`src/hdl/tdr_defs.vh`:
```
`ifndef TDR_DEFS_VH
`define TDR_DEFS_VH

// ----------------------------------------
// Instruction opcodes
// ----------------------------------------
`define IR_W            4
`define OP_EXTEST       4'h0
`define OP_IDCODE       4'h1
`define OP_SAMPLE       4'h2
`define OP_PRIV0        4'h8
`define OP_PRIV1        4'h9
`define OP_PRIV2        4'hA
`define OP_PRIV3        4'hB
`define OP_DEVRST       4'hC
`define OP_BYPASS       4'hF
`define PRIV_MASK       4'hC
`define IR_CAPTURE      4'h1

// ----------------------------------------
// Identification register layout
// ----------------------------------------
`define ID_W            32
`define ID_VER_MSB      31
`define ID_VER_LSB      28
`define ID_PART_MSB     27
`define ID_PART_LSB     12
`define ID_MFR_MSB      11
`define ID_MFR_LSB      1
`define ID_ONE_BIT      0
// Arbitrary neutral identity values
`define ID_PART_VAL     16'h1234
`define ID_MFR_VAL      11'h2AA

// ----------------------------------------
// Communication register and misc
// ----------------------------------------
`define COMM_W          8
`define COMM_DIRTY_BIT  7
`define COMM_RESET      8'h00
`define BSR_W           8
`define RST_TIMEOUT     16'h0040
`define TO_W            16

// ----------------------------------------
// TAP states
// ----------------------------------------
`define ST_RESET        4'h0
`define ST_IDLE         4'h1
`define ST_SEL_DR       4'h2
`define ST_CAP_DR       4'h3
`define ST_SH_DR        4'h4
`define ST_EX1_DR       4'h5
`define ST_PAU_DR       4'h6
`define ST_EX2_DR       4'h7
`define ST_UPD_DR       4'h8
`define ST_SEL_IR       4'h9
`define ST_CAP_IR       4'hA
`define ST_SH_IR        4'hB
`define ST_EX1_IR       4'hC
`define ST_PAU_IR       4'hD
`define ST_EX2_IR       4'hE
`define ST_UPD_IR       4'hF

`endif

```
`src/hdl/jtag_test_data_registers.v`:
```
// What this block does
// - Opcodes 8..B are private debug instructions, flagged on a port.
// - CPU write stores the byte and sets the dirty flag together.
// - CPU read returns low seven stored bits plus dirty flag on top.
// - Shared location reaches the register only with fuse and enable.
// - Test port works only with enable fuse and disable bit clear.
// - Lock bits block debug fuse programming until chip erase.
// - Instruction register selects IDCODE after power-up.
// - Entering reset floats every port pin output at once, unless EXTEST is driving the pins.
// - EXTEST drives latches to pins at once and samples pins.
// - SAMPLE/PRELOAD snapshots pins without disturbing operation.
// - Scan runs on the chip clock; test clock must stay below clk_i/4.
// - Bypass is one stage cleared to zero in Capture-DR.
// - ID: version 31..28, part 27..12, maker 11..1, bit 0 one.
// - Version field follows silicon revision.
// - One in reset register holds device reset, unlatched.
// - After release, reset lasts the fused time-out period.
// - Programming needs only the four test pins, no high voltage.
// - IR is four bits: EXTEST 0, IDCODE 1, SAMPLE 2, reset C, BYPASS F.
// - All shift registers move LSB first in and out.
`timescale 1ns/1ps
`include "tdr_defs.vh"
module jtag_test_data_registers #(
    parameter [3:0] SILICON_REV = 4'h0
) (
    input  wire                 clk_i,
    input  wire                 reset_n_i,
    input  wire                 tck_i,
    input  wire                 tms_i,
    input  wire                 tdi_i,
    output wire                 tdo_o,
    output wire                 tdo_oe_o,
    input  wire                 test_port_enable_fuse_i,
    input  wire                 test_port_disable_bit_i,
    input  wire                 debug_enable_fuse_i,
    input  wire                 lock_bit_one_i,
    input  wire                 lock_bit_two_i,
    input  wire                 chip_erase_i,
    input  wire                 fuse_prog_req_i,
    output wire                 fuse_prog_ok_o,
    input  wire                 dbg_access_en_i,
    input  wire                 dbg_dirty_clr_i,
    output wire [`COMM_W-1:0]   dbg_comm_data_o,
    input  wire                 cpu_sel_i,
    input  wire                 cpu_wr_i,
    input  wire                 cpu_rd_i,
    input  wire [`COMM_W-1:0]   cpu_wdata_i,
    output wire [`COMM_W-1:0]   cpu_rdata_o,
    output wire                 io_reg_sel_o,
    input  wire [`BSR_W-1:0]    pin_in_i,
    input  wire [`BSR_W-1:0]    core_out_i,
    input  wire [`BSR_W-1:0]    core_oe_i,
    output wire [`BSR_W-1:0]    pin_out_o,
    output wire [`BSR_W-1:0]    pin_oe_o,
    output wire                 private_op_o,
    output wire [1:0]           private_sel_o,
    output wire                 dev_reset_o,
    input  wire [`TO_W-1:0]     reset_timeout_i
);
    // ----------------------------------------
    // Pin synchronisation and test clock edge
    // ----------------------------------------
    wire [2:0] tap_sync;
    reg        tck_prev_q;
    wire       tck_rise;
    wire       tck_fall;
    wire       tap_en;

    pin_sync #(.W(3)) u_sync (
        .clk_i     (clk_i),
        .reset_n_i (reset_n_i),
        .async_i   ({tck_i, tms_i, tdi_i}),
        .sync_o    (tap_sync)
    );

    // Edge finder on synchronised test clock
    always @(posedge clk_i) begin
        if (!reset_n_i) begin
            tck_prev_q <= 1'b0;
        end else begin
            tck_prev_q <= tap_sync[2];
        end
    end
    assign tck_rise = tap_sync[2] & ~tck_prev_q;
    assign tck_fall = ~tap_sync[2] & tck_prev_q;

    // Port alive only with fuse set and disable bit clear
    assign tap_en = test_port_enable_fuse_i & ~test_port_disable_bit_i;

    // ----------------------------------------
    // TAP controller
    // ----------------------------------------
    // Test clock is sampled by the chip clock, so it must stay below
    // clk_i/4; a fast-TCK domain was traded for one-clock simplicity.
    reg [3:0] st_q;
    reg [3:0] st_d;
    wire      tms = tap_sync[1];
    wire      tdi = tap_sync[0];

    always @* begin
        st_d = st_q;
        case (st_q)
            `ST_RESET:  st_d = tms ? `ST_RESET  : `ST_IDLE;
            `ST_IDLE:   st_d = tms ? `ST_SEL_DR : `ST_IDLE;
            `ST_SEL_DR: st_d = tms ? `ST_SEL_IR : `ST_CAP_DR;
            `ST_CAP_DR: st_d = tms ? `ST_EX1_DR : `ST_SH_DR;
            `ST_SH_DR:  st_d = tms ? `ST_EX1_DR : `ST_SH_DR;
            `ST_EX1_DR: st_d = tms ? `ST_UPD_DR : `ST_PAU_DR;
            `ST_PAU_DR: st_d = tms ? `ST_EX2_DR : `ST_PAU_DR;
            `ST_EX2_DR: st_d = tms ? `ST_UPD_DR : `ST_SH_DR;
            `ST_UPD_DR: st_d = tms ? `ST_SEL_DR : `ST_IDLE;
            `ST_SEL_IR: st_d = tms ? `ST_RESET  : `ST_CAP_IR;
            `ST_CAP_IR: st_d = tms ? `ST_EX1_IR : `ST_SH_IR;
            `ST_SH_IR:  st_d = tms ? `ST_EX1_IR : `ST_SH_IR;
            `ST_EX1_IR: st_d = tms ? `ST_UPD_IR : `ST_PAU_IR;
            `ST_PAU_IR: st_d = tms ? `ST_EX2_IR : `ST_PAU_IR;
            `ST_EX2_IR: st_d = tms ? `ST_UPD_IR : `ST_SH_IR;
            `ST_UPD_IR: st_d = tms ? `ST_SEL_DR : `ST_IDLE;
            default:    st_d = `ST_RESET;
        endcase
    end

    // State advances on test clock rise; held in reset when disabled
    always @(posedge clk_i) begin
        if (!reset_n_i || !tap_en) begin
            st_q <= `ST_RESET;
        end else if (tck_rise) begin
            st_q <= st_d;
        end
    end

    // ----------------------------------------
    // Instruction register
    // ----------------------------------------
    reg [`IR_W-1:0] ir_sh_q;
    reg [`IR_W-1:0] ir_q;

    // Capture, shift LSB first, update
    always @(posedge clk_i) begin
        if (!reset_n_i || !tap_en) begin
            ir_sh_q <= `IR_CAPTURE;
            ir_q    <= `OP_IDCODE;
        end else if (tck_rise) begin
            if (st_q == `ST_RESET) begin
                ir_q <= `OP_IDCODE;
            end
            if (st_q == `ST_CAP_IR) begin
                ir_sh_q <= `IR_CAPTURE;
            end else if (st_q == `ST_SH_IR) begin
                ir_sh_q <= {tdi, ir_sh_q[`IR_W-1:1]};
            end else if (st_q == `ST_UPD_IR) begin
                ir_q <= ir_sh_q;
            end
        end
    end

    // ----------------------------------------
    // Instruction decode
    // ----------------------------------------
    wire sel_extest = (ir_q == `OP_EXTEST);
    wire sel_idcode = (ir_q == `OP_IDCODE);
    wire sel_sample = (ir_q == `OP_SAMPLE);
    wire sel_devrst = (ir_q == `OP_DEVRST);
    wire sel_bsr    = sel_extest | sel_sample;
    // Private group: top bits 10 of the opcode
    wire sel_priv   = ((ir_q & `PRIV_MASK) == `OP_PRIV0);
    // Unknown opcodes fall back to bypass
    wire sel_bypass = ~(sel_idcode | sel_bsr | sel_devrst | sel_priv);

    assign private_op_o  = tap_en & sel_priv;
    assign private_sel_o = ir_q[1:0];

    // ----------------------------------------
    // Data registers
    // ----------------------------------------
    reg                 byp_q;
    reg [`ID_W-1:0]     id_sh_q;
    reg                 rst_reg_q;
    reg [`BSR_W-1:0]    bsr_sh_q;
    reg [`BSR_W-1:0]    bsr_lat_q;
    reg [`COMM_W-1:0]   comm_sh_q;
    reg [`COMM_W-1:0]   comm_q;
    reg                 dirty_q;
    wire [`ID_W-1:0]    id_val;

    // Version tracks silicon revision; bit 0 fixed one
    assign id_val[`ID_VER_MSB:`ID_VER_LSB]   = SILICON_REV;
    assign id_val[`ID_PART_MSB:`ID_PART_LSB] = `ID_PART_VAL;
    assign id_val[`ID_MFR_MSB:`ID_MFR_LSB]   = `ID_MFR_VAL;
    assign id_val[`ID_ONE_BIT]               = 1'b1;

    wire cap_dr = tck_rise & (st_q == `ST_CAP_DR);
    wire sh_dr  = tck_rise & (st_q == `ST_SH_DR);
    wire upd_dr = tck_rise & (st_q == `ST_UPD_DR);

    // All data paths but the reset cell: capture then shift LSB first toward TDO
    always @(posedge clk_i) begin
        if (!reset_n_i || !tap_en) begin
            byp_q     <= 1'b0;
            id_sh_q   <= {`ID_W{1'b0}};
            rst_reg_q <= 1'b0;
            bsr_sh_q  <= {`BSR_W{1'b0}};
            bsr_lat_q <= {`BSR_W{1'b0}};
            comm_sh_q <= `COMM_RESET;
        end else begin
            if (cap_dr && sel_bypass) begin
                byp_q <= 1'b0;
            end else if (sh_dr && sel_bypass) begin
                byp_q <= tdi;
            end
            if (cap_dr && sel_idcode) begin
                id_sh_q <= id_val;
            end else if (sh_dr && sel_idcode) begin
                id_sh_q <= {tdi, id_sh_q[`ID_W-1:1]};
            end
            // Reset cell shifts directly, no update latch
            if (sh_dr && sel_devrst) begin
                rst_reg_q <= tdi;
            end
            // Pin snapshot, core keeps running
            if (cap_dr && sel_bsr) begin
                bsr_sh_q <= pin_in_i;
            end else if (sh_dr && sel_bsr) begin
                bsr_sh_q <= {tdi, bsr_sh_q[`BSR_W-1:1]};
            end
            if (upd_dr && sel_bsr) begin
                bsr_lat_q <= bsr_sh_q;
            end
            // Debugger reads the communication byte via any of private ops 8..B
            if (cap_dr && sel_priv) begin
                comm_sh_q <= comm_q;
            end else if (sh_dr && sel_priv) begin
                comm_sh_q <= {tdi, comm_sh_q[`COMM_W-1:1]};
            end
        end
    end

    // ----------------------------------------
    // TDO output
    // ----------------------------------------
    reg tdo_q;
    reg tdo_oe_q;
    reg tdo_d;

    always @* begin
        tdo_d = byp_q;
        if (st_q == `ST_SH_IR) begin
            tdo_d = ir_sh_q[0];
        end else if (sel_idcode) begin
            tdo_d = id_sh_q[0];
        end else if (sel_devrst) begin
            tdo_d = rst_reg_q;
        end else if (sel_bsr) begin
            tdo_d = bsr_sh_q[0];
        end else if (sel_priv) begin
            tdo_d = comm_sh_q[0];
        end
    end

    // TDO changes on the falling test clock; floats when not shifting
    always @(posedge clk_i) begin
        if (!reset_n_i || !tap_en) begin
            tdo_q    <= 1'b0;
            tdo_oe_q <= 1'b0;
        end else if (tck_fall) begin
            tdo_q    <= tdo_d;
            tdo_oe_q <= (st_q == `ST_SH_DR) || (st_q == `ST_SH_IR);
        end
    end
    assign tdo_o    = tdo_q;
    assign tdo_oe_o = tdo_oe_q;

    // ----------------------------------------
    // Device reset and pin drive
    // ----------------------------------------
    wire rst_req = tap_en & sel_devrst & rst_reg_q;

    reset_stretch u_rst (
        .clk_i       (clk_i),
        .reset_n_i   (reset_n_i),
        .rst_req_i   (rst_req),
        .timeout_i   (reset_timeout_i),
        .dev_reset_o (dev_reset_o)
    );

    // EXTEST drives latches straight away; otherwise reset floats every pin
    wire extest_on = tap_en & sel_extest;
    assign pin_out_o = extest_on ? bsr_lat_q : core_out_i;
    assign pin_oe_o  = extest_on ? {`BSR_W{1'b1}} :
                       (dev_reset_o ? {`BSR_W{1'b0}} : core_oe_i);

    // ----------------------------------------
    // Debug communication register
    // ----------------------------------------
    reg [`COMM_W-1:0] rdata_q;
    wire              comm_sel;

    // Shared location: only with fuse and debugger enable
    assign comm_sel     = debug_enable_fuse_i & dbg_access_en_i;
    assign io_reg_sel_o = cpu_sel_i & ~comm_sel;
    wire comm_wr = cpu_sel_i & cpu_wr_i & comm_sel;

    // Write sets dirty; a write in the clear cycle wins
    always @(posedge clk_i) begin
        if (!reset_n_i) begin
            comm_q  <= `COMM_RESET;
            dirty_q <= 1'b0;
        end else begin
            if (comm_wr) begin
                comm_q  <= cpu_wdata_i;
                dirty_q <= 1'b1;
            end else if (dbg_dirty_clr_i) begin
                dirty_q <= 1'b0;
            end
        end
    end

    // Read data registered: seven low bits plus dirty flag
    always @(posedge clk_i) begin
        if (!reset_n_i) begin
            rdata_q <= `COMM_RESET;
        end else if (cpu_sel_i && cpu_rd_i && comm_sel) begin
            rdata_q <= {dirty_q, comm_q[`COMM_DIRTY_BIT-1:0]};
        end
    end
    assign cpu_rdata_o     = rdata_q;
    assign dbg_comm_data_o = comm_q;

    // ----------------------------------------
    // Fuse programming guard
    // ----------------------------------------
    reg erased_q;

    // Lock bits block debug fuse until a chip erase is seen
    always @(posedge clk_i) begin
        if (!reset_n_i) begin
            erased_q <= 1'b0;
        end else if (chip_erase_i) begin
            erased_q <= 1'b1;
        end
    end
    assign fuse_prog_ok_o = fuse_prog_req_i & tap_en &
        (~(lock_bit_one_i | lock_bit_two_i) | erased_q);
endmodule // jtag_test_data_registers

```
`src/hdl/pin_sync.v`:
```
`timescale 1ns/1ps
// ----------------------------------------
// Two-stage synchroniser per bit
// ----------------------------------------
module pin_sync #(
    parameter W = 3
) (
    input  wire         clk_i,
    input  wire         reset_n_i,
    input  wire [W-1:0] async_i,
    output wire [W-1:0] sync_o
);
    genvar g;
    generate
        for (g = 0; g < W; g = g + 1) begin : g_bit
            reg meta_q;
            reg sync_q;
            // First stage read only by second
            always @(posedge clk_i) begin
                if (!reset_n_i) begin
                    meta_q <= 1'b0;
                    sync_q <= 1'b0;
                end else begin
                    meta_q <= async_i[g];
                    sync_q <= meta_q;
                end
            end
            assign sync_o[g] = sync_q;
        end
    endgenerate
endmodule // pin_sync

```
`src/hdl/reset_stretch.v`:
```
`timescale 1ns/1ps
`include "tdr_defs.vh"
// ----------------------------------------
// Reset hold with time-out after release
// ----------------------------------------
module reset_stretch (
    input  wire                 clk_i,
    input  wire                 reset_n_i,
    input  wire                 rst_req_i,
    input  wire [`TO_W-1:0]     timeout_i,
    output wire                 dev_reset_o
);
    reg [`TO_W-1:0] cnt_q;

    // Reload while requested, count down after release
    always @(posedge clk_i) begin
        if (!reset_n_i) begin
            cnt_q <= {`TO_W{1'b0}};
        end else if (rst_req_i) begin
            cnt_q <= timeout_i;
        end else if (cnt_q != {`TO_W{1'b0}}) begin
            cnt_q <= cnt_q - 1'b1;
        end
    end

    // Request acts at once, unlatched
    assign dev_reset_o = rst_req_i | (cnt_q != {`TO_W{1'b0}});
endmodule // reset_stretch

```
`config.mk`:
```
export PLATFORM = sky130hd
export DESIGN_NAME = jtag_test_data_registers
export DESIGN_NICKNAME = d
export VERILOG_FILES = /design/src/hdl/jtag_test_data_registers.v /design/src/hdl/pin_sync.v /design/src/hdl/reset_stretch.v
export VERILOG_INCLUDE_DIRS = /design/src /design/src/hdl
export SDC_FILE = /design/constraint.sdc
export NUM_CORES = 1
export LEC_CHECK = 0
export ABC_AREA = 0
export ABC_CLOCK_PERIOD_IN_PS = 4000
export BUFFER_PORTS_ARGS = -buffer_cell sky130_fd_sc_hd__buf_2
export CORE_MARGIN = 4
export CORE_UTILIZATION = 40
export DETAILED_ROUTE_END_ITERATION = 12
export GPL_TIMING_DRIVEN = 0
export HOLD_SLACK_MARGIN = 0.06
export SYNTH_ARGS = -nofsm -noshare
export SYNTH_HDL_FRONTEND = slang
export SYNTH_SLANG_ARGS = --single-unit
```
`constraint.sdc`:
```
create_clock -name clk_i -period 4 [get_ports clk_i]
set_clock_uncertainty 0.15 [all_clocks]
set_input_delay 0.2 -clock clk_i [delete_from_list [all_inputs] [get_ports clk_i]]
set_output_delay 0.2 -clock clk_i [all_outputs]
set_load 0.1 [all_outputs]
```
==> results by group, run 1 <==
Run status
  • Outcome: complete, no violations

Floorplan
  • Die X: 121 um
  • Total I/O pin count: 105
  • Cell Rows: 41
  • Die area: 14,700 um^2
  • Initial core utilization: 40.8%
  • Core region area: 12,600 um^2
  • Die H: 121 um

Synthesis
  • Synth area leaders: dfxtp_1 44%, nand2_1 9.5%, a21oi_1 7.5%
  • Post-Synth Adder-Cell Area: 0.488%
  • Most common cell in the netlist: nand2_1
  • Cell count after synthesis: 630
  • Area leader, netlist: dfxtp_1
  • Top cell type's share of synthesized area: 44.1%
  • Post-synthesis cell type count: 57
  • Largest family of logic cells by synthesized area: simple AND/OR/NAND/NOR gates
  • Post-synthesis sequential area ratio: 44.1%
  • Xor-xnor portion of the synthesized cell area: between 1 and 1.5%
  • Simple-gate share of the synthesized area: 25.1%
  • Avg Synthesized Cell Area: 8.15 um^2
  • Syn Nets: 697
  • Register bit total from synthesis: 113
  • Synth Flop Type: dfxtp_1
  • Number of enable flip-flop cells after synthesis: 0
  • Synth Area in Compound Gates: 19.4%
  • Post-synth top cells: 130 x nand2_1, 113 x dfxtp_1, 77 x a21oi_1, 44 x nor2_1, 27 x o21ai_0
  • Ys async rst share: 0%
  • Ys Warns: 0
  • Multiplexer share of the synthesized area: 4.68%
  • Cell area after synthesis: 5130 um^2

STA
  • Fmax: between 300 and 400 MHz
  • Max-slew violations: 0
  • Final Hold Vio Count: 0
  • Crit share post-route: 75.9%
  • Slew HR: 63.4%
  • Setup violators final: 0
  • Setup tns final: 0 ns
  • Fin crit period: about 3.0 ns
  • Worst-Margin Slew: about 0.55 ns
  • Unrepaired setup endpoints after global routing: false
  • Min Hold Slack: 0.104 ns

Cells and area
  • Fraction of layout cells with a size suffix above 1: 21.4%
  • Layout Nets: 857
  • N_diodes: 0
  • Area delta synth->final: 34.3%
  • Fill count: between 1,000 and 1,500

Pwr
  • Sequential fraction of design power: 32.2%
  • Switching share of power: 33.5%
  • VDD IR-drop max: 0.000592 V
  • Comb power frac: 26.9%
  • Switching pwr: 0.00136 W
  • Clk pwr share: 40.8%
  • P_leak: 2.90 nW
  • Power Density: 587 nW/um^2
  • Internal: 0.00269 W

Routing
  • WL final: 14,500 um
  • Average wire per standard cell: between 10 and 15 um
  • Number of routed nets with antenna violations: 0
  • Met3 wire length: 669 um
  • Drt first pass iters: 6
  • DR top layer: met4
  • Vias: 5,023
  • Via-to-Cell Ratio: 5.15
  • Remaining DRCs: 0
  • Initial DRC Count: 395
  • Met2 wire len: 6780 um
  • Metal1 wirelength: 6790 um

Setup path
  • Crit Path Class: register to output pin
  • Critical path arrival: 2.69 ns
  • Worst-path fanout max: 8
  • Worst setup EP type: output pin
  • R2R depth: 8
  • CP required: 3.65 ns
  • Reg2Reg Setup Slack: roughly 1.9 ns
  • Crit path launch type: register

GRT
  • First-pass GRT wire length: around 24,000 um
  • Grt total ovfl: 0
  • Initial antenna violation count: 0
  • Number of global-route vias before repair: slightly below 5,000
  • Tot GR Track Use: 20.4%
  • Pin count of the biggest net entering global routing: 17

Placed design
  • Final Wtd Congestion: around 0.90
  • Port bufs: between 100 and 150
  • Hpwl dp: 10,200 um

Run
  • Max cap viols: 0

Min path
  • Worst hold path class: primary input to register
  • Hold Path Depth: 4

Clock tree
  • TritonCTS clock tree: yes
  • Clk pin slew, worst setup/hold paths: 0.05 ns
  • Skew-Pair Late Insertion Delay: 0.41 ns
  • Htree depth: 4
  • Post-CTS setup buffer count: 0
  • Root Driver: clkbuf_16
  • Clock sink total: 113
  • Num CTS Buffers: 17
  • Clock Path Buffers: 2
metrics by stage:
| stage | setup WS (ns) | instance area [um^2] | power [W] | cells | util, % |
|---|---|---|---|---|---|
| after floorplan | 1.26 | 5130 | 0.00215 | 630 | - |
| after global placement | 1.39 | 5870 | 0.00235 | 906 | 46.7 |
| after detailed placement | 1.41 | 5870 | 0.00238 | 906 | 46.7 |
| after CTS | 0.941 | 6890 | 0.00406 | 975 | 54.8 |
| after global routing | 0.735 | 6890 | 0.00422 | 975 | 54.8 |
| final | 0.965 | 6890 | 0.00404 | 975 | 54.8 |
cell usage in the layout, fill, tap and decap left out, types with 5 or more instances in the layout:
cell and instances:
a21oi_1 77, dlygate4sd3_1 37, buf_4 5, a31oi_1 9, xnor2_1 6, buf_2 119
inv_1 7, mux2i_1 24, nor3_1 7, nand2b_1 7, nor2b_1 8, a211oi_1 8
clkbuf_16 17, nand4_1 5, dfxtp_1 113, nand2_1 130, nor2_1 44, a21o_1 8
o21ai_0 27, bufinv_16 5, o21ai_1 7, clkbuf_1 24, o22ai_1 6, and2_1 14
and3_1 5, nand3_1 11
power groups by stage:
| stage | Clock [W] | Combinational [W] | Sequential [W] |
|---|---|---|---|
| 4_1_cts | 0.00167 | 0.00109 | 0.00130 |
| 6_report | 0.00165 | 0.00109 | 0.00130 |
| 5_1_grt | 0.00173 | 0.00118 | 0.00132 |
| 3_5_place_dp | 0 | 0.00105 | 0.00132 |
| 2_1_floorplan | 0 | 0.000838 | 0.00132 |
| 3_3_place_gp | 0 | 0.00104 | 0.00132 |
logic make-up (layout without fill, tap and decap cells):
kind of cell	after synthesis	after routing
multiplexers	24	24
adder cells (fa/ha/maj)	2	2
XOR/XNOR	7	7
flip-flops	113	113
buffers and inverters	54	227
AO/OA/AOI/OAI	168	168
AND/OR/NAND/NOR	262	262
metal layers:
metal  global-route usage (%)  up-vias
li1                         -     2529
met3                     4.29       26
met4                     8.47        0
met2                     32.6      143
met5                        0        -
met1                     26.7     2325
worst paths after layout:
path / start / end
worst max-delay path: u_rst.cnt_q[0]$_SDFFE_PN0P_ / pin_oe_o[7]
worst min-delay path: reset_timeout_i[8] / u_rst.cnt_q[8]$_SDFFE_PN0P_
worst max register to register: u_rst.cnt_q[0]$_SDFFE_PN0P_ / u_rst.cnt_q[9]$_SDFFE_PN0P_
worst min register to register: u_sync.g_bit[2].meta_q$_SDFF_PN0_ / u_sync.g_bit[2].sync_q$_SDFF_PN0_
flip-flops by register name, indices dropped and copies added (netlist names), 3 cells and up:
signal / flops
st_q: 4
ir_q: 4
bsr_lat_q: 8
u_sync.g_bit.meta_q: 3
u_rst.cnt_q: 16
comm_sh_q: 8
ir_sh_q: 4
id_sh_q: 32
bsr_sh_q: 8
u_sync.g_bit.sync_q: 3
cpu_rdata_o: 8
dbg_comm_data_o: 8
worst max-delay path: stages, from the launching register on:
cell and delay [ns]:
dfxtp_1 0.35, inv_1 0.12, ha_1 0.15, nor2b_1 0.21, and4b_1 0.21, buf_2 0.17, nand2_1 0.11, nor2_2 0.30
a21o_1 0.21, buf_2 0.43
layout make-up:
type / instances / area [um^2] / area share (%)
inverters: 7 / 26.3 / 0.381
clock inverters: 14 / 213 / 3.09
flip-flops and latches: 113 / 2260 / 32.8
multi-input cells: 463 / 2610 / 37.8
plain buffers: 47 / 236 / 3.43
clock buffers: 18 / 439 / 6.37
repair buffers: 141 / 891 / 12.9
well taps: 172 / 215 / 3.12
what timing repair did:
action / in CTS / in global routing
setup endpoints to repair: 0 / 0
resized for setup: 0 / 0
hold endpoints to repair: 37 / 0
hold buffers: 37 / 0
Power figures use the tool's default switching activity.
==> run 2, diff against run 1 <==
ABC_CLOCK_PERIOD_IN_PS = 2800   (was 4000)
clock period = 2.8 ns   (was 4 ns; I/O delays follow)
==> run 2 against run 1 <==
Net effect: routed wire length rose by 0.16%; clock power rose by 43%; critical path depth did not move; sequential share of layout area fell by 0.39 points; total power rose by 45%; hold slack improved by 0.039 ns; die area did not move; combinational power rose by 52%; final cell count rose by 0.10%; setup slack got worse by 0.81 ns; first-iteration DRC count fell by 2.3%; highest routed layer unchanged.
==> results by group, run 2 (synthesis gave the netlist of run 1 again) <==
Run status
  • Outcome: complete, no violations (unchanged)

Pwr
  • P_leak: 2.91 nW (was 2.90 nW)
  • Power Density: 843 nW/um^2 (was 587 nW/um^2)
  • VDD IR-drop max: 0.000673 V (was 0.000592 V)

STA
  • Unrepaired setup endpoints after global routing: false (unchanged)
  • Crit share post-route: 94.6%
  • Setup violators final: 0 (unchanged)
  • Fmax: 378 MHz
  • Slew HR: 62.5% (was 63.4%)
  • Fin crit period: 2.65 ns
  • Worst-Margin Slew: 0.562 ns (was 0.548 ns)
  • Setup tns final: 0 ns (unchanged)
  • Final Hold Vio Count: 0 (unchanged)
  • Max-slew violations: 0 (unchanged)

Cells and area
  • Top reg by flops: id_sh_q (unchanged)
  • Post-Layout Cell Count: 976 (was 975)
  • Max reg flops: 32 (unchanged)
  • Layout Nets: 858 (was 857)
  • Commonest cells after routing, fill and taps aside: 129 x nand2_1, 113 x dfxtp_1, 111 x buf_2 (was 130 x nand2_1, 119 x buf_2, 113 x dfxtp_1)
  • Biggest regs: id_sh_q (32), u_rst.cnt_q (16) (unchanged)
  • Fill count: 1,154 (was 1,168)
  • N_diodes: 0 (unchanged)
  • Final Instance Area: 6970 um^2 (was 6890 um^2)
  • Area delta synth->final: 35.9% (was 34.3%)
  • Fraction of layout cells with a size suffix above 1: 21.8% (was 21.4%)
  • Most common cell after layout, fill and taps aside: nand2_1 (unchanged)

Clock tree
  • Post-CTS setup buffer count: 0 (unchanged)
  • Num CTS Buffers: 17 (unchanged)
  • Skew-Pair Late Insertion Delay: 0.41 ns (about the same)
  • Clock sink total: 113 (unchanged)
  • Root Driver: clkbuf_16 (unchanged)
  • TritonCTS clock tree: yes (unchanged)
  • Htree depth: 4 (unchanged)
  • Clk pin slew, worst setup/hold paths: 0.06 ns (was 0.05 ns)
  • Clock Path Buffers: 2 (unchanged)

Routing
  • Vias: 5,044 (was 5,023)
  • Via-to-Cell Ratio: 5.17 (was 5.15)
  • DR top layer: met4 (unchanged)
  • Met3 wire length: 671 um (was 669 um)
  • Average wire per standard cell: 14.9 um (about the same)
  • Number of routed nets with antenna violations: 0 (unchanged)
  • Metal1 wirelength: 6810 um (was 6790 um)
  • Remaining DRCs: 0 (unchanged)
  • Initial DRC Count: 386 (was 395)
  • Met2 wire len: 6780 um (about the same)
  • Drt first pass iters: 5 (was 6)
  • WL final: 14,600 um (was 14,500 um)

GRT
  • Number of global-route vias before repair: 4,875 (was 4,869)
  • Grt total ovfl: 0 (unchanged)
  • First-pass GRT wire length: 24,000 um (was 23,900 um)
  • Tot GR Track Use: 20.4% (about the same)
  • Initial antenna violation count: 0 (unchanged)
  • Pin count of the biggest net entering global routing: 17 (unchanged)

Floorplan
  • Cell Rows: 41 (unchanged)
  • Total I/O pin count: 105 (unchanged)
  • Core region area: 12,600 um^2 (unchanged)
  • Die X: 121 um (unchanged)
  • Initial core utilization: 40.8% (unchanged)
  • Die area: 14,700 um^2 (unchanged)
  • Die H: 121 um (unchanged)

Setup path
  • CP max-delay cell: dfxtp_1 (was buf_2)
  • Crit Path Class: register to output pin (unchanged)
  • Delay-heaviest family, CP: simple AND/OR/NAND/NOR gates (unchanged)
  • WP buf/inv: 3 (unchanged)
  • Crit path launch type: register (unchanged)
  • CP required: 2.51 ns (was 3.65 ns)
  • CP peak stage delay: 0.35 ns (was 0.43 ns)
  • Worst setup EP type: output pin (unchanged)
  • Critical path arrival: 2.36 ns (was 2.69 ns)
  • Worst-path fanout max: 8 (unchanged)
  • Worst path cell trace: inv_1 > ha_1 > nor2b_2 > and4b_1 > buf_2 > nand2_2 > nor2_4 > a21o_1 > buf_8 (was inv_1 > ha_1 > nor2b_1 > and4b_1 > buf_2 > nand2_1 > nor2_2 > a21o_1 > buf_2)

Run
  • Max cap viols: 0 (unchanged)

Placed design
  • Dpl cell area: 5870 um^2 (unchanged)
  • Hpwl dp: 10,200 um (unchanged)
  • Dpl cells: 906 (unchanged)
  • Port bufs: 104 (unchanged)
  • Final Wtd Congestion: 0.895 (unchanged)

Min path
  • Worst hold path class: primary input to register (unchanged)
-- run 2: where the power goes --
part           leakage, nW  switching (W)  total [W]  internal (W)
combinational         1.69        0.00107    0.00166      0.000589
clock                0.308       0.000760    0.00236       0.00160
sequential           0.915       0.000135    0.00187       0.00173
total                 2.91        0.00196    0.00588       0.00392
-- run 2: per-stage QoR --
stage	setup WS [ns]	power, W	hold slack (ns)	utilization, %
floorplan	0.181	0.00308	0.106	-
global placement	0.255	0.00336	0.195	46.7
detailed placement	0.266	0.00339	0.201	46.7
CTS	0.0312	0.00584	0.110	55.1
global route	0.00296	0.00614	0.208	55.5
finish	0.152	0.00588	0.143	55.5
-- run 2: final cells by class --
cell class	instances	area, um^2	share of cell area (%)
Inverter	7	26.3	0.377
Buffer	47	236	3.39
Tap cell	172	215	3.09
Sequential cell	113	2260	32.4
Timing Repair Buffer	142	960	13.8
Clock buffer	18	439	6.30
Multi-Input combinational cell	463	2620	37.6
Clock inverter	14	213	3.05
-- run 2: worst reg2reg max path: stages, from the launching register on --
cell and delay (ns):
dfxtp_1 0.41, inv_1 0.11, ha_1 0.21, nor2b_2 0.16
and4b_1 0.19, buf_2 0.16, nand3_2 0.13, nand2_1 0.26
a211oi_1 0.28
-- run 2: what timing repair did --
action | in CTS | in global routing
hold buffers | 38 | 0
hold endpoints to repair | 38 | 0
resized for setup | 9 | 13
gates cloned | 0 | 0
setup endpoints to repair | 8 | 8
pin swaps | 0 | 2
-- run 2: worst paths after layout --
check	from	end	slack [ns]	depth (start not counted)
setup / recovery	u_rst.cnt_q[0]$_SDFFE_PN0P_	pin_oe_o[3]	0.15	9
hold / removal	cpu_wr_i	dirty_q$_SDFFE_PN0P_	0.14	3
setup reg to reg	u_rst.cnt_q[0]$_SDFFE_PN0P_	u_rst.cnt_q[9]$_SDFFE_PN0P_	0.64	8
hold reg to reg	u_sync.g_bit[2].meta_q$_SDFF_PN0_	u_sync.g_bit[2].sync_q$_SDFF_PN0_	0.29	1
-- run 2: layer usage --
metal | vias to the layer above | global-route usage (%)
li1 | 2529 | -
met1 | 2340 | 26.8
met2 | 149 | 32.7
met3 | 26 | 4.20
met4 | 0 | 8.47
met5 | - | 0
==> run 3, diff against run 2 <==
ABC_AREA = 1   (was 0)
==> run 3 against run 2 <==
Net effect: clock power is 8% lower; sequential power down 3%; non-clock buffer count fell by 17; largest cell class unchanged; final cell count increased by 14%.
==> results by group, run 3 <==
STA
  • Slew HR: 66.1% (was 62.5%)
  • Fmax: 382 MHz (was 378 MHz)
  • Setup ws final: 0.180 ns (was 0.152 ns)
  • Final Hold Vio Count: 0 (unchanged)
  • Worst-Margin Slew: 0.508 ns (was 0.562 ns)
  • Max-slew violations: 0 (unchanged)
  • Setup violators final: 0 (unchanged)
  • Fin crit period: 2.62 ns (was 2.65 ns)
  • Crit share post-route: 93.6% (was 94.6%)

Cells and area
  • Fraction of layout cells with a size suffix above 1: 22.0% (was 21.8%)
  • Most common cell after layout, fill and taps aside: nand2_1 (unchanged)
  • Top reg by flops: id_sh_q (unchanged)
  • Multi-input logic area: 2590 um^2 (was 2620 um^2)
  • Biggest regs: id_sh_q (32), u_rst.cnt_q (16) (unchanged)
  • Max reg flops: 32 (unchanged)
  • Layout Nets: 990 (was 858)
  • Fill count: 1,295 (was 1,154)
  • N_diodes: 0 (unchanged)
  • Post-layout util: 54.3% (was 55.5%)
  • Area delta synth->final: 33.1% (was 35.9%)
  • Commonest cells after routing, fill and taps aside: 166 x nand2_1, 113 x dfxtp_1, 105 x buf_2 (was 129 x nand2_1, 113 x dfxtp_1, 111 x buf_2)
  • Sequential cell area: 2260 um^2 (unchanged)
  • Post-Layout Cell Count: 1,112 (was 976)

Synthesis
  • Synth Flop Type: dfxtp_1 (unchanged)
  • Synth area leaders: dfxtp_1 42%, nand2_1 12%, nor2_1 6.4% (was dfxtp_1 44%, nand2_1 9.5%, a21oi_1 7.5%)
  • Ys Warns: 0 (unchanged)
  • Register bit total from synthesis: 113 (unchanged)
  • Post-synth top cells: 166 x nand2_1, 113 x dfxtp_1, 92 x nor2_1, 77 x inv_1, 60 x a21oi_1 (was 130 x nand2_1, 113 x dfxtp_1, 77 x a21oi_1, 44 x nor2_1, 27 x o21ai_0)
  • Ys async rst share: 0% (unchanged)
  • Syn Nets: 826 (was 697)
  • Area leader, netlist: dfxtp_1 (unchanged)
  • Avg Synthesized Cell Area: 7.09 um^2 (was 8.15 um^2)
  • Top cell type's share of synthesized area: 42.1% (was 44.1%)
  • Cell count after synthesis: 759 (was 630)
  • Cell area after synthesis: 5380 um^2 (was 5130 um^2)
  • Most common cell in the netlist: nand2_1 (unchanged)
  • Post-synthesis cell type count: 35 (was 57)
  • Number of enable flip-flop cells after synthesis: 0 (unchanged)
  • Post-synthesis sequential area ratio: 42.1% (was 44.1%)

Routing
  • Vias: 5,295 (was 5,044)
  • Average wire per standard cell: 12.8 um (was 14.9 um)
  • Initial DRC Count: 321 (was 386)
  • Via-to-Cell Ratio: 4.76 (was 5.17)
  • WL final: 14,300 um (was 14,600 um)
  • Remaining DRCs: 0 (unchanged)
  • Number of routed nets with antenna violations: 0 (unchanged)
  • Drt first pass iters: 5 (unchanged)

Pwr
  • Clk pwr share: 38.7% (was 40.1%)
  • Switching share of power: 34.2% (was 33.4%)
  • Switching pwr: 0.00193 W (was 0.00196 W)
  • Comb power frac: 29.0% (was 28.2%)
  • Sequential fraction of design power: 32.3% (was 31.7%)
  • VDD IR-drop max: 0.000606 V (was 0.000673 V)
  • P_leak: 3.22 nW (was 2.91 nW)
  • Power Density: 786 nW/um^2 (was 843 nW/um^2)
  • Internal: 0.00370 W (was 0.00392 W)

Min path
  • Worst hold path class: primary input to register (unchanged)
  • Hold wc startpoint: reset_n_i (was cpu_wr_i)
  • Hold Path Depth: 4 (was 3)
  • Worst Hold End: u_rst.cnt_q[12]$_SDFFE_PN0P_ (was dirty_q$_SDFFE_PN0P_)

Floorplan
  • Core region area: 13,200 um^2 (was 12,600 um^2)
  • Die H: 124 um (was 121 um)
  • Cell Rows: 42 (was 41)
  • Die area: 15,400 um^2 (was 14,700 um^2)
  • Initial core utilization: 40.8% (about the same)
  • Die X: 124 um (was 121 um)
  • Total I/O pin count: 105 (unchanged)

Setup path
  • FF-to-FF Start: ir_q[0]$_SDFFE_PP1P_ (was u_rst.cnt_q[0]$_SDFFE_PN0P_)
  • R2R depth: 8 (unchanged)
  • Reg2Reg Setup Slack: 0.48 ns (was 0.64 ns)
  • Crit Path Class: register to output pin (unchanged)
  • CP required: 2.51 ns (about the same)
  • Worst-path fanout max: 10 (was 8)
  • Critical path arrival: 2.33 ns (was 2.36 ns)
  • Reg-to-reg endpoint: u_rst.cnt_q[4]$_SDFFE_PN0P_ (was u_rst.cnt_q[9]$_SDFFE_PN0P_)
  • Crit path launch type: register (unchanged)
  • Worst path cell trace: inv_1 > ha_1 > nand3_1 > nor2_1 > nand3_2 > nor2_4 > buf_4 > nand2_1 > nand2_1 > buf_4 (was inv_1 > ha_1 > nor2b_2 > and4b_1 > buf_2 > nand2_2 > nor2_4 > a21o_1 > buf_8)
  • CP max-delay cell: dfxtp_1 (unchanged)
  • Worst setup EP type: output pin (unchanged)
  • CP peak stage delay: 0.29 ns (was 0.35 ns)

GRT
  • Initial antenna violation count: 0 (unchanged)
  • Pin count of the biggest net entering global routing: 17 (unchanged)
  • First-pass GRT wire length: 23,400 um (was 24,000 um)
  • Tot GR Track Use: 19.4% (was 20.4%)
  • Grt total ovfl: 0 (unchanged)
  • Number of global-route vias before repair: 4,840 (was 4,875)

Placed design
  • Port bufs: 104 (unchanged)
  • Dpl cells: 1,039 (was 906)
  • Placement Setup Slack: 0.494 ns (was 0.266 ns)
  • Final Wtd Congestion: 0.896 (was 0.895)
  • Hpwl dp: 10,100 um (was 10,200 um)

Clock tree
  • Htree depth: 4 (unchanged)
  • Skew-Pair Late Insertion Delay: 0.41 ns (about the same)
  • Num CTS Buffers: 17 (unchanged)
  • Clk pin slew, worst setup/hold paths: 0.05 ns (was 0.06 ns)
  • TritonCTS clock tree: yes (unchanged)
  • Root Driver: clkbuf_16 (unchanged)
  • Clock sink total: 113 (unchanged)
  • Clock Path Buffers: 2 (unchanged)

Run
  • Max cap viols: 0 (unchanged)

Run status
  • Outcome: complete, no violations (unchanged)
==> run 3: changes by cell type after synthesis, moves of 14 or more <==
cell,before,now
inv_1,7,77
nor2_1,44,92
nand3_1,11,57
nand2_1,130,166
o21ai_0,27,58
mux2i_1,24,0
a21oi_1,77,60
clkbuf_1,24,8
and2_1,14,0
==> run 3: critical path: cells and delay by family, from the launching register on <==
family | cells | cell delay (ns)
DFF | 1 | 0.29
adders and majority gates | 1 | 0.24
and+or+nand+nor | 6 | 0.72
buffers and inverters | 3 | 0.65
==> run 3: logic make-up after synthesis <==
group | count (synthesis) | share of synthesized area (%)
DFF | 113 | 42.1
xor gates and xnor gates | 7 | 1.14
adders and majority gates | 2 | 0.465
and+or+nand+nor | 355 | 29.2
buffers and inverters | 120 | 9.82
AOI/OAI and AO/OA | 162 | 17.4
==> run 3: how the worst max path moves through the flow <==
| stage | cells past startpoint | end | slack [ns] | start |
|---|---|---|---|---|
| after floorplan | 4 | pin_out_o[5] | -0.52 | ir_q[0]$_SDFFE_PP1P_ |
| after global placement | 10 | pin_oe_o[4] | 0.49 | u_rst.cnt_q[0]$_SDFFE_PN0P_ |
| after detailed placement | 10 | pin_oe_o[4] | 0.49 | u_rst.cnt_q[0]$_SDFFE_PN0P_ |
| after CTS | 10 | pin_oe_o[1] | 0.03 | u_rst.cnt_q[0]$_SDFFE_PN0P_ |
| after global routing | 10 | pin_oe_o[0] | -0.009 | u_rst.cnt_q[0]$_SDFFE_PN0P_ |
| final | 10 | pin_oe_o[3] | 0.18 | u_rst.cnt_q[0]$_SDFFE_PN0P_ |
==> run 3: layout make-up <==
class / instances / area share (%)
inverters: 93 / 5.07
multi-input cells: 526 / 36.1
repair buffers: 145 / 13.4
clock buffers: 23 / 6.54
clock inverters: 9 / 1.84
plain buffers: 27 / 2.31
flip-flops and latches: 113 / 31.6
well taps: 176 / 3.08
==> run 3: timing repair <==
| action | in CTS | in global routing |
|---|---|---|
| endpoints found under the hold margin | 37 | 0 |
| gates resized for setup | 0 | 19 |
| setup endpoints to repair | 0 | 8 |
| hold buffers | 41 | 0 |
| buffers inserted | 0 | 0 |
==> run 3: power groups by stage <==
stage	Combinational, W	Clock, W	Sequential (W)
floorplan	0.00119	0	0.00188
global placement	0.00152	0	0.00185
detailed placement	0.00152	0	0.00185
CTS	0.00160	0.00222	0.00182
global route	0.00180	0.00229	0.00183
finish	0.00163	0.00218	0.00182
==> run 3: layer usage <==
metal	global-route usage (%)	up-vias	wire length, um
li1	-	2801	-
met1	25.8	2376	6930
met2	31.0	105	6510
met3	4.95	13	724
met4	5.75	0	125
met5	0	-	0
==> run 3: metrics by stage <==
step	cell area (um^2)	setup TNS (ns)	hold WS (ns)	power [W]
global placement	6120	0	0.171	0.00337
CTS	7130	0	0.0600	0.00563
floorplan	5380	-2.59	0.0876	0.00308
detailed placement	6120	0	0.176	0.00337
global route	7160	-0.0129	0.0867	0.00593
finish	7160	0	0.0798	0.00563
